## src/rtl/clk_pwr_pkg.sv

```systemverilog
/*
  constants and types for the power-save and clock gating block.
  assumes a 20 MHz core clock and an APB register port.
*/
package clk_pwr_pkg;

  // ---------------------------------------------------------------
  // register offsets
  // ---------------------------------------------------------------
  localparam logic [7:0] CLOCK_DIVISOR_REGISTER_OFF = 8'h00;
  localparam logic [7:0] AUXCFG_OFF = 8'h04;
  localparam logic [7:0] MODDIS_OFF = 8'h08;
  localparam logic [7:0] STATUS_OFF = 8'h0C;

  // ---------------------------------------------------------------
  // field positions and reset values
  // ---------------------------------------------------------------
  localparam int RECOVER_BIT  = 15;
  localparam int RATIO_HI     = 14;
  localparam int RATIO_LO     = 12;
  localparam int DOZE_ENABLE_BIT_BIT    = 11;
  localparam int AUX_REF_BIT  = 0;
  localparam int AUX_PLL_BIT  = 1;
  localparam int NUM_MODULES  = 8;
  localparam logic [15:0] CLOCK_DIVISOR_REGISTER_RST = 16'h0000;
  localparam logic [1:0]  AUXCFG_RST = 2'h0;
  localparam logic [7:0]  MODDIS_RST = 8'h00;

  // ---------------------------------------------------------------
  // clock figures
  // ---------------------------------------------------------------
  localparam logic [7:0]  AUX_MULT          = 8'h10;
  localparam logic [13:0] PWM_RES_FINE_PS   = 14'h410;
  localparam logic [13:0] PWM_RES_COARSE_PS = 14'h1F40;
  localparam int CORE_CLK_HZ  = 20000000;
  localparam int INSTR_CYCLES = 1;
  localparam logic [2:0] WAKE_CYCLES = 3'h3;

  // ---------------------------------------------------------------
  // types
  // ---------------------------------------------------------------
  typedef struct packed {
    logic       recover;
    logic [2:0] ratio;
    logic       doze_enable_bit;
  } clock_divisor_register_t;

  typedef struct packed {
    logic pllSel;
    logic refFastRc;
  } auxcfg_t;

endpackage

```

## src/rtl/power_save_clock_gating.sv

```systemverilog
/*
  Idle/Sleep entry and wake-up, doze divider of the CPU clock enable,
  auxiliary clock source control and per-module clock disable.
  assumes CPU, watchdog and interrupt controller run on core_clk.
*/
// Function
// auxiliary PLL multiplies its reference by a fixed sixteen
// auxiliary PLL reference is primary oscillator or fast RC
// software sets the auxiliary clock to 120 MHz for PWM
// fine 1.04 ns PWM resolution only from the PLL, else 8 ns
// software keeps primary PLL at 30 MIPS when feeding aux clock
// Idle gates the CPU clock and stops execution
// Idle entry clears the watchdog count
// Idle keeps system clock running; modules clocked unless disabled
// low-power RC runs while watchdog or clock monitor is enabled
// Idle ends on enabled interrupt, reset or watchdog time-out
// after wake-up execution resumes two to four cycles later
// interrupt during power-save entry is deferred then wakes device
// doze keeps system and peripheral clocks, slows only the CPU
// doze CPU enable stays aligned to the peripheral clock
// doze active only while the doze enable bit is set
// three-bit ratio selects 1:1 to 1:128, reset 1:1
// recover-on-interrupt bit makes an interrupt end doze
// ratio code n divides by two to the power n
// module disable acts one instruction cycle after it changes
`timescale 1ns/1ps
`default_nettype none

module power_save_clock_gating (
  // clock and reset
  input  wire logic        core_clk,
  input  wire logic        rst_n,
  // apb slave
  input  wire logic [7:0]  paddr,
  input  wire logic        psel,
  input  wire logic        penable,
  input  wire logic        pwrite,
  input  wire logic [31:0] pwdata,
  output logic      [31:0] prdata,
  output logic             pready,
  output logic             pslverr,
  // cpu core
  input  wire logic        pwrSaveReq,
  input  wire logic        pwrSaveSleep,
  input  wire logic        irqPending,
  output logic             cpuClkEn,
  output logic             cpuExecEn,
  output logic             resumeIsr,
  // watchdog and clock monitor
  input  wire logic        wdtEnable,
  input  wire logic        clkMonEnable,
  input  wire logic        wdtTimeout,
  output logic             wdtClear,
  // clock sources and peripheral clocks
  output logic             sysClkRun,
  output logic             lowPowerRcRun,
  output logic [7:0]       periphClkEn,
  output logic             auxRefFastRc,
  output logic             auxPllSel,
  output logic [7:0]       auxMult,
  output logic [13:0]      pwmResPs
);

  // ---------------------------------------------------------------
  // reset release
  // ---------------------------------------------------------------
  logic rstMeta;
  logic rstSync;

  always_ff @(posedge core_clk or negedge rst_n) begin
    if (!rst_n) begin
      rstMeta <= 1'b0;
      rstSync <= 1'b0;
    end else begin
      rstMeta <= 1'b1;
      rstSync <= rstMeta;
    end
  end

  // ---------------------------------------------------------------
  // registers and decode
  // ---------------------------------------------------------------
  typedef enum logic [2:0] {
    S_RUN, S_ENTER, S_IDLE, S_SLEEP, S_WAKE
  } pstate_t;

  pstate_t                    state;
  pstate_t                    next_state;
  clk_pwr_pkg::clock_divisor_register_t       clock_divisor_register;
  clk_pwr_pkg::auxcfg_t       auxcfg;
  logic [7:0]                 modDis;
  logic [7:0]                 modDisDly;
  logic [6:0]                 divCnt;
  logic [2:0]                 wakeCnt;
  logic                       modeSleep;
  logic                       deferIrq;

  wire        wrEn    = psel & penable & pwrite;
  wire        setupRd = psel & ~penable & ~pwrite;
  wire        selDiv  = paddr == clk_pwr_pkg::CLOCK_DIVISOR_REGISTER_OFF;
  wire        selAux  = paddr == clk_pwr_pkg::AUXCFG_OFF;
  wire        selDis  = paddr == clk_pwr_pkg::MODDIS_OFF;
  wire        selStat = paddr == clk_pwr_pkg::STATUS_OFF;
  wire        mapped  = selDiv | selAux | selDis | selStat;
  wire        wrDiv   = wrEn & selDiv;

  // doze ratio mask: code n gives a divide by 2**n
  wire [6:0]  ratioMask = 7'((8'h01 << clock_divisor_register.ratio) - 8'h01);
  wire        dozeActive = clock_divisor_register.doze_enable_bit & (state == S_RUN);
  wire        recoverHit = clock_divisor_register.recover & clock_divisor_register.doze_enable_bit &
                           irqPending;
  wire        wakeEvt = irqPending | wdtTimeout | deferIrq;

  wire [15:0] divWord = {clock_divisor_register.recover, clock_divisor_register.ratio, clock_divisor_register.doze_enable_bit, 11'h000};
  wire [15:0] statWord = {11'h000, auxcfg.pllSel,
                          dozeActive, state == S_SLEEP,
                          state == S_IDLE, cpuExecEn};

  assign pready  = 1'b1;
  assign pslverr = psel & penable & ~mapped;

  // ---------------------------------------------------------------
  // register writes and read data
  // ---------------------------------------------------------------
  always_ff @(posedge core_clk or negedge rstSync) begin
    if (!rstSync) begin
      clock_divisor_register <= clk_pwr_pkg::clock_divisor_register_t'(clk_pwr_pkg::CLOCK_DIVISOR_REGISTER_RST[15:11]);
      auxcfg <= clk_pwr_pkg::AUXCFG_RST;
      modDis <= clk_pwr_pkg::MODDIS_RST;
      prdata <= 32'h0000_0000;
    end else begin
      if (wrDiv) begin
        clock_divisor_register <= pwdata[clk_pwr_pkg::RECOVER_BIT:clk_pwr_pkg::DOZE_ENABLE_BIT_BIT];
      end
      if (recoverHit && state == S_RUN) begin
        clock_divisor_register.doze_enable_bit <= 1'b0;
      end
      if (wrEn && selAux) begin
        auxcfg.refFastRc <= pwdata[clk_pwr_pkg::AUX_REF_BIT];
        auxcfg.pllSel    <= pwdata[clk_pwr_pkg::AUX_PLL_BIT];
      end
      if (wrEn && selDis) begin
        modDis <= pwdata[7:0];
      end
      if (setupRd) begin
        prdata <= selDiv  ? {16'h0000, divWord} :
                  selAux  ? {30'h0, auxcfg} :
                  selDis  ? {24'h000000, modDis} :
                  selStat ? {16'h0000, statWord} : 32'h0000_0000;
      end
    end
  end

  // ---------------------------------------------------------------
  // power-save state machine
  // ---------------------------------------------------------------
  always_comb begin
    next_state = state;
    case (state)
      S_RUN: begin
        if (pwrSaveReq) begin
          next_state = S_ENTER;
        end
      end
      S_ENTER: begin
        next_state = modeSleep ? S_SLEEP : S_IDLE;
      end
      S_IDLE: begin
        if (wakeEvt) begin
          next_state = S_WAKE;
        end
      end
      S_SLEEP: begin
        if (irqPending || deferIrq) begin
          next_state = S_WAKE;
        end
      end
      S_WAKE: begin
        if (wakeCnt == clk_pwr_pkg::WAKE_CYCLES - 3'h1) begin
          next_state = S_RUN;
        end
      end
      default: begin
        next_state = S_RUN;
      end
    endcase
  end

  always_ff @(posedge core_clk or negedge rstSync) begin
    if (!rstSync) begin
      state     <= S_RUN;
      modeSleep <= 1'b0;
      deferIrq  <= 1'b0;
      wakeCnt   <= 3'h0;
      wdtClear  <= 1'b0;
      resumeIsr <= 1'b0;
    end else begin
      state    <= next_state;
      wdtClear <= state == S_ENTER && !modeSleep;
      if (state == S_RUN && pwrSaveReq) begin
        modeSleep <= pwrSaveSleep;
      end
      if ((state == S_RUN && pwrSaveReq) || state == S_ENTER) begin
        deferIrq <= deferIrq | irqPending;
      end else if (state == S_WAKE) begin
        deferIrq <= 1'b0;
      end
      wakeCnt <= (state == S_WAKE) ? wakeCnt + 3'h1 : 3'h0;
      if (next_state == S_WAKE && state != S_WAKE) begin
        resumeIsr <= irqPending | deferIrq;
      end else if (state == S_RUN && pwrSaveReq) begin
        resumeIsr <= 1'b0;
      end
    end
  end

  // ---------------------------------------------------------------
  // doze divider and module clock disable
  // ---------------------------------------------------------------
  always_ff @(posedge core_clk or negedge rstSync) begin
    if (!rstSync) begin
      divCnt    <= 7'h00;
      modDisDly <= clk_pwr_pkg::MODDIS_RST;
    end else begin
      // counts on the same edges the peripherals see
      divCnt    <= (dozeActive && divCnt != ratioMask) ?
                   divCnt + 7'h01 : 7'h00;
      modDisDly <= modDis;
    end
  end

  // ---------------------------------------------------------------
  // outputs
  // ---------------------------------------------------------------
  assign cpuClkEn  = (state == S_WAKE) ||
                     (state == S_RUN && divCnt == 7'h00);
  assign cpuExecEn = state == S_RUN;
  assign sysClkRun = state != S_SLEEP;
  assign lowPowerRcRun = wdtEnable | clkMonEnable;
  assign periphClkEn = sysClkRun ? ~modDisDly : 8'h00;
  assign auxRefFastRc = auxcfg.refFastRc;
  assign auxPllSel   = auxcfg.pllSel;
  assign auxMult     = clk_pwr_pkg::AUX_MULT;
  assign pwmResPs    = auxcfg.pllSel ? clk_pwr_pkg::PWM_RES_FINE_PS :
                       clk_pwr_pkg::PWM_RES_COARSE_PS;
endmodule

`default_nettype wire

```

## config.mk

```make
export PLATFORM = sky130hd
export DESIGN_NAME = power_save_clock_gating
export DESIGN_NICKNAME = d
export VERILOG_FILES = /design/src/rtl/clk_pwr_pkg.sv /design/src/rtl/power_save_clock_gating.sv
export SDC_FILE = /design/constraint.sdc
export NUM_CORES = 1
export LEC_CHECK = 0
export ABC_AREA = 1
export ABC_CLOCK_PERIOD_IN_PS = 2350
export BUFFER_PORTS_ARGS = -buffer_cell sky130_fd_sc_hd__buf_2
export CAP_MARGIN = 0
export CORE_ASPECT_RATIO = 0.6
export CORE_MARGIN = 2
export CORE_UTILIZATION = 40
export CTS_CLUSTER_SIZE = 28
export DETAILED_ROUTE_END_ITERATION = 16
export GPL_TIMING_DRIVEN = 0
export PLACE_DENSITY = 0.75
export SLEW_MARGIN = 20
export SYNTH_ARGS = -nofsm -noshare
export SYNTH_HDL_FRONTEND = slang
export SYNTH_SLANG_ARGS = --single-unit
```

## constraint.sdc

```tcl
create_clock -name core_clk -period 2.35 [get_ports core_clk]
set_input_delay 0.3525 -clock core_clk [delete_from_list [all_inputs] [get_ports core_clk]]
set_output_delay 0.3525 -clock core_clk [all_outputs]
set_load 0.005 [all_outputs]
```

# Yosys cells after proc, flatten, opt, wreduce, memory -nomap -nowiden
# Cells that the tools add are included.
# word_totals
reg_bits,74
in_bits,51
out_inout_bits,72
elab_cells,91
# classes
addsub,3
eq_ne,12
shifts,1
n_mux,20
bitwise_logic,20
n_reduce_logical,18
# op_table
op,n
two-way mux 8 bit,3
"== test 8 x 4 -> 1 bit, second input constant",2
two-way mux 16 bit,1
two-way mux 3 bit,5
one-hot mux 3 bit (5 select lines),1
two-way mux 13 bit,1
bitwise AND 1 bit,9
"== test 3 x 2 -> 1 bit, second input constant",3
"== test 8 x 3 -> 1 bit, second input constant",1
logical AND 1 bit,8
zero test 8 bit,1
inverter 8 bit,1
"adder 7 x 1 -> 7 bit, second input constant",1
zero test 7 bit,1
two-way mux 1 bit,7
two-way mux 7 bit,1
!= test 7 bit,1
bitwise OR 1 bit,7
"left shift 1 x 3 -> 7 bit, first input constant",1
"subtractor 7 x 1 -> 7 bit, second input constant",1
"== test 3 bit, second input constant",2
nonzero test 2 bit,3
two-way mux 5 bit,1
"adder 3 x 1 -> 3 bit, second input constant",1
other kinds (7),11

# Depth between registers and ports, before layout
# logic_depth
ltp_word,7
depth_mapped,10
mapped_depth_nobuf,9

# Least setup slack after synthesis
# OpenSTA, ideal clock, no wires.
# synth_path
kind,input port to output port
from,input port paddr[1]
to,output port pslverr
arrival_ps,1008
t_required_ps,1997
path_slack_ps,990
cell_stages,6
n_path_buf,0
cell_sequence,nor2_2 nand3_2 nor2_8 inv_1 nand3_1 nor2_1
# synth_via
elab_chain_len,6
word_cells_on_any_way,9
classes_between,eq/ne: 3; bitwise: 5; reduce/logical: 1
# synth_lines
element,line,text
"start, declared",power_save_clock_gating.sv:34,"input wire logic [7:0] paddr,"
== test 8 x 3 -> 1 bit or zero test 8 bit (tied branches),"power_save_clock_gating.sv:101, power_save_clock_gating.sv:100",
bitwise OR 1 bit (2 in series),power_save_clock_gating.sv:104,wire mapped = selDiv | selAux | selDis | selStat;
bitwise OR 1 bit (*),power_save_clock_gating.sv:104,
inverter 1 bit (*),power_save_clock_gating.sv:120,assign pslverr = psel & penable & ~mapped;
bitwise AND 1 bit (*),power_save_clock_gating.sv:120,
"end, declared",power_save_clock_gating.sv:41,"output logic pslverr,"
# Mark *: on every way between the ends. The rest lies on a longest branch, timed or not.

# Final worst setup path
# layout_path
from,register state[2]
to,output port periphClkEn[1]
# layout_via
elab_chain_len,2
# layout_lines
element,line,text
"start, declared",power_save_clock_gating.sv:87,pstate_t state;
"start signal, assigned",power_save_clock_gating.sv:198,state <= next_state;
!= test 3 x 2 -> 1 bit,power_save_clock_gating.sv:238,assign sysClkRun = state != S_SLEEP;
two-way mux 8 bit,power_save_clock_gating.sv:240,assign periphClkEn = sysClkRun ? ~modDisDly : 8'h00;
"end, declared",power_save_clock_gating.sv:57,"output logic [7:0] periphClkEn,"
# Every way passes these cells.

==> impl_results.md <==
- Share of the clock period used by the worst path: 0.8545
- Critical path's largest stage delay: 0.46 ns
- N_diodes: 0
- Mapped cell area: 2948 µm²
- Avg Cell Area, Syn: 8.351 µm²
- Int Pwr: 0.001653 W
- Worst-path fanout max: 9
- Synth area leaders: dfrtp_1 (47%), buf_4 (11%), nand2_1 (9.0%)
- Required time of the worst setup path: 2.00 ns
- Max_slew headroom: 0.5337
- DP Worst Slack: 0.6225 ns
- Least-Margin Pin Slew: 0.6994 ns
- CTS tree: built
- Final instance area: 3690 µm²
- Die area: 8095 µm²
- Family with the most delay on the worst path: buffers and inverters
- Detail Route Antenna Nets: 0
- Psw: 0.0007884 W
- Core area: 7207 µm²
- CP Class: register to output pin
- P&R area growth vs syn: 25.17%
- Register area: 1380 µm²
- I/O Buffers: 67
- Async SR Flop Fraction: 1.000
- Power share of the sequential group: 0.459
- Largest net degree at the start of global routing: 54
- Clk_lat worst skew: 0.30 ns
- Critical path buffers and inverters: 3
- Initial Utilization: 0.4090
- Vias: 2450
- Max clock buf depth: 2
- Leak: 2.119 nW
- Max cap viols: 0
- Vias per Instance: 4.414
- First-pass GRT wire length: 11030 µm
- Yosys top cell area share: 0.4669
- Fin crit period: 2.008 ns
- # setup viols final: 0
- DRT iter0 DRCs: 101
- Status: complete, no violations
- Wire length per cell: 12.12 µm
- Top achievable clock speed: 498.0 MHz
- Top FF cell, synth: dfrtp_1
- Comb power frac: 0.231
- Final hold viol count: 0
- Root Driver: clkbuf_16
- Post-synthesis sequential area ratio: 0.4669
- Die X: 114.8 µm
- Post-synthesis cell type count: 31
- Mapped Cells: 353
- Worst-path clk slew: 0.08 ns
- GRT Util Overall: 0.1750
- Initial antenna violation count: 0
- Max-slew violations: 0
- RSZ-0062 raised after global routing: false
- Top Ports: 123
- Post-CTS sizing: 0
- Peak VDD IR: 364.4 µV
- Post-synth EDFFs: 0
- Yosys reg bits: 55
- Critical-path top delay cell: dfrtp_1
- Dpl cell area: 3532 µm²
- PwrDens: 661.6 nW/µm²
- DRT Pass-1 Iters: 4
- Crit start category: register
- Clk pwr share: 0.310
- Share of cells above drive strength 1: 0.3039
- Overall power: 0.002441 W
- Final wirelength: 6727 µm
- Syn. warnings: 0
- Setup Skew: 0.005911 ns
- Crit path setup slack, layout: 0.3419 ns
- Switching Share: 0.3229
- Number of global-route vias before repair: 2331
- Final core utilization: 0.5120
- Placer congestion estimate: 0.8442
- WP data arrival: 1.66 ns
- Setup TNS Final: 0 ns
- Fill cells: 699
- H-tree Lvls: 2
- Worst setup EP type: output pin
- Die Y: 70.50 µm
- Layout net count: 518
- Post-synth top area cell: dfrtp_1
- CTS sink cnt: 55
- Number of remaining DRC errors: 0
- GR Overflow Total: 0
- Rows: 24
- Multi-input logic area: 1205 µm²
- Hpwl dp: 5140 µm
- TritonCTS Buffers: 5
- Crit-path cells: inv_1 > nand3_1 > clkinv_1 > nor2_1 > buf_2
- Class of the worst hold path: primary input to register
## stage by stage
step                cells  hold slack (ns)
finish                555           0.2887
global route          555           0.3058
CTS                   555           0.2899
detailed placement    546           0.1398
global placement      546           0.1388
floorplan             388          0.05691
## worst register-to-register path: cells and delay by family, from the launching register on
family	cells	cell delay, ns
simple gates	3	0.66
flops	1	0.45
compound gates	2	0.17
buf+inv	1	0.09
## Yosys cell counts (all sizes together), types with 2 or more instances
master,count
nand2,74
nor2,57
dfrtp,55
buf,46
inv,40
nand3,32
o21ai,14
a21oi,9
nor3,6
ha,4
xnor2,4
xor2,4
conb,2
## layout make-up
cell class | instances | share of cell area
well taps | 91 | 0.03086
clock buffers | 5 | 0.03391
repair buffers | 68 | 0.09359
inverters | 41 | 0.04171
plain buffers | 46 | 0.09325
multi-input cells | 246 | 0.3266
clock inverters | 3 | 0.006104
flip-flops and latches | 55 | 0.3740
## worst paths after layout
check / startpoint / to / slack [ns] / cells after the start
min in group asynchronous: rst_n / rstSync / 0.37 / 2
max in group asynchronous: rstSync / modDisDly[1] / 1.49 / 0
worst min register to register: rstMeta / rstSync / 0.36 / 0
worst max-delay path: state[2] / periphClkEn[1] / 0.34 / 5
worst min-delay path: pwdata[3] / modDis[3] / 0.29 / 3
worst max register to register: state[2] / resumeIsr / 0.85 / 6
## sequential cells by signal, indices dropped and copies added, names as in the netlist
| name | cells |
|---|---|
| auxPllSel | 1 |
| auxRefFastRc | 1 |
| clock_divisor_register | 5 |
| deferIrq | 1 |
| divCnt | 7 |
| modDis | 8 |
| modDisDly | 8 |
| modeSleep | 1 |
| prdata | 13 |
| resumeIsr | 1 |
| rstMeta | 1 |
| rstSync | 1 |
| state | 3 |
| wakeCnt | 3 |
| wdtClear | 1 |
## power by group through the flow
stage / registers (W) / clock network [W] / logic (W)
final: 0.00112 / 0.000756 / 0.000564
after global routing: 0.00114 / 0.000818 / 0.000643
after CTS: 0.00112 / 0.000769 / 0.000561
after detailed placement: 0.00114 / 0 / 0.000556
after global placement: 0.00113 / 0 / 0.000537
after floorplan: 0.00112 / 0 / 0.000373
## layer usage
| layer | part of all wire | up-vias | global-route usage |
|---|---|---|---|
| li1 | - | 1238 | - |
| met1 | 0.48 | 1133 | 0.2508 |
| met2 | 0.45 | 70 | 0.2643 |
| met3 | 0.056 | 9 | 0.04167 |
| met4 | 0.012 | 0 | 0.04953 |
| met5 | 0 | - | 0 |
## cells by family (layout without fill, tap and decap cells)
kind of cell,after synthesis,after routing,share of synthesized area
AND/OR/NAND/NOR,172,172,0.2704
other,2,37,0.002548
XOR/XNOR,8,8,0.02377
AO/OA/AOI/OAI,25,25,0.05052
adder cells (fa/ha/maj),4,4,0.01698
buffers and inverters,87,163,0.1689
flip-flops,55,55,0.4669
## repair_timing
action	CTS	global route
hold buffers	1	0
endpoints found under the hold margin	2	0
setup buffers	0	0
setup endpoints to repair	0	0
## layout by cell type, fill, tap and decap left out, drive strengths merged, types with 3 or more instances in the layout
cell type / Yosys / routed
nor3: 6 / 6
buf: 46 / 113
o21ai: 14 / 14
inv: 40 / 41
nand2: 74 / 74
xor2: 4 / 4
dfrtp: 55 / 55
clkbuf: 0 / 5
clkinv: 1 / 3
nand3: 32 / 32
a21oi: 9 / 9
conb: 2 / 37
nor2: 57 / 57
ha: 4 / 4
xnor2: 4 / 4
No activity file was read; power rests on OpenSTA's default activity.
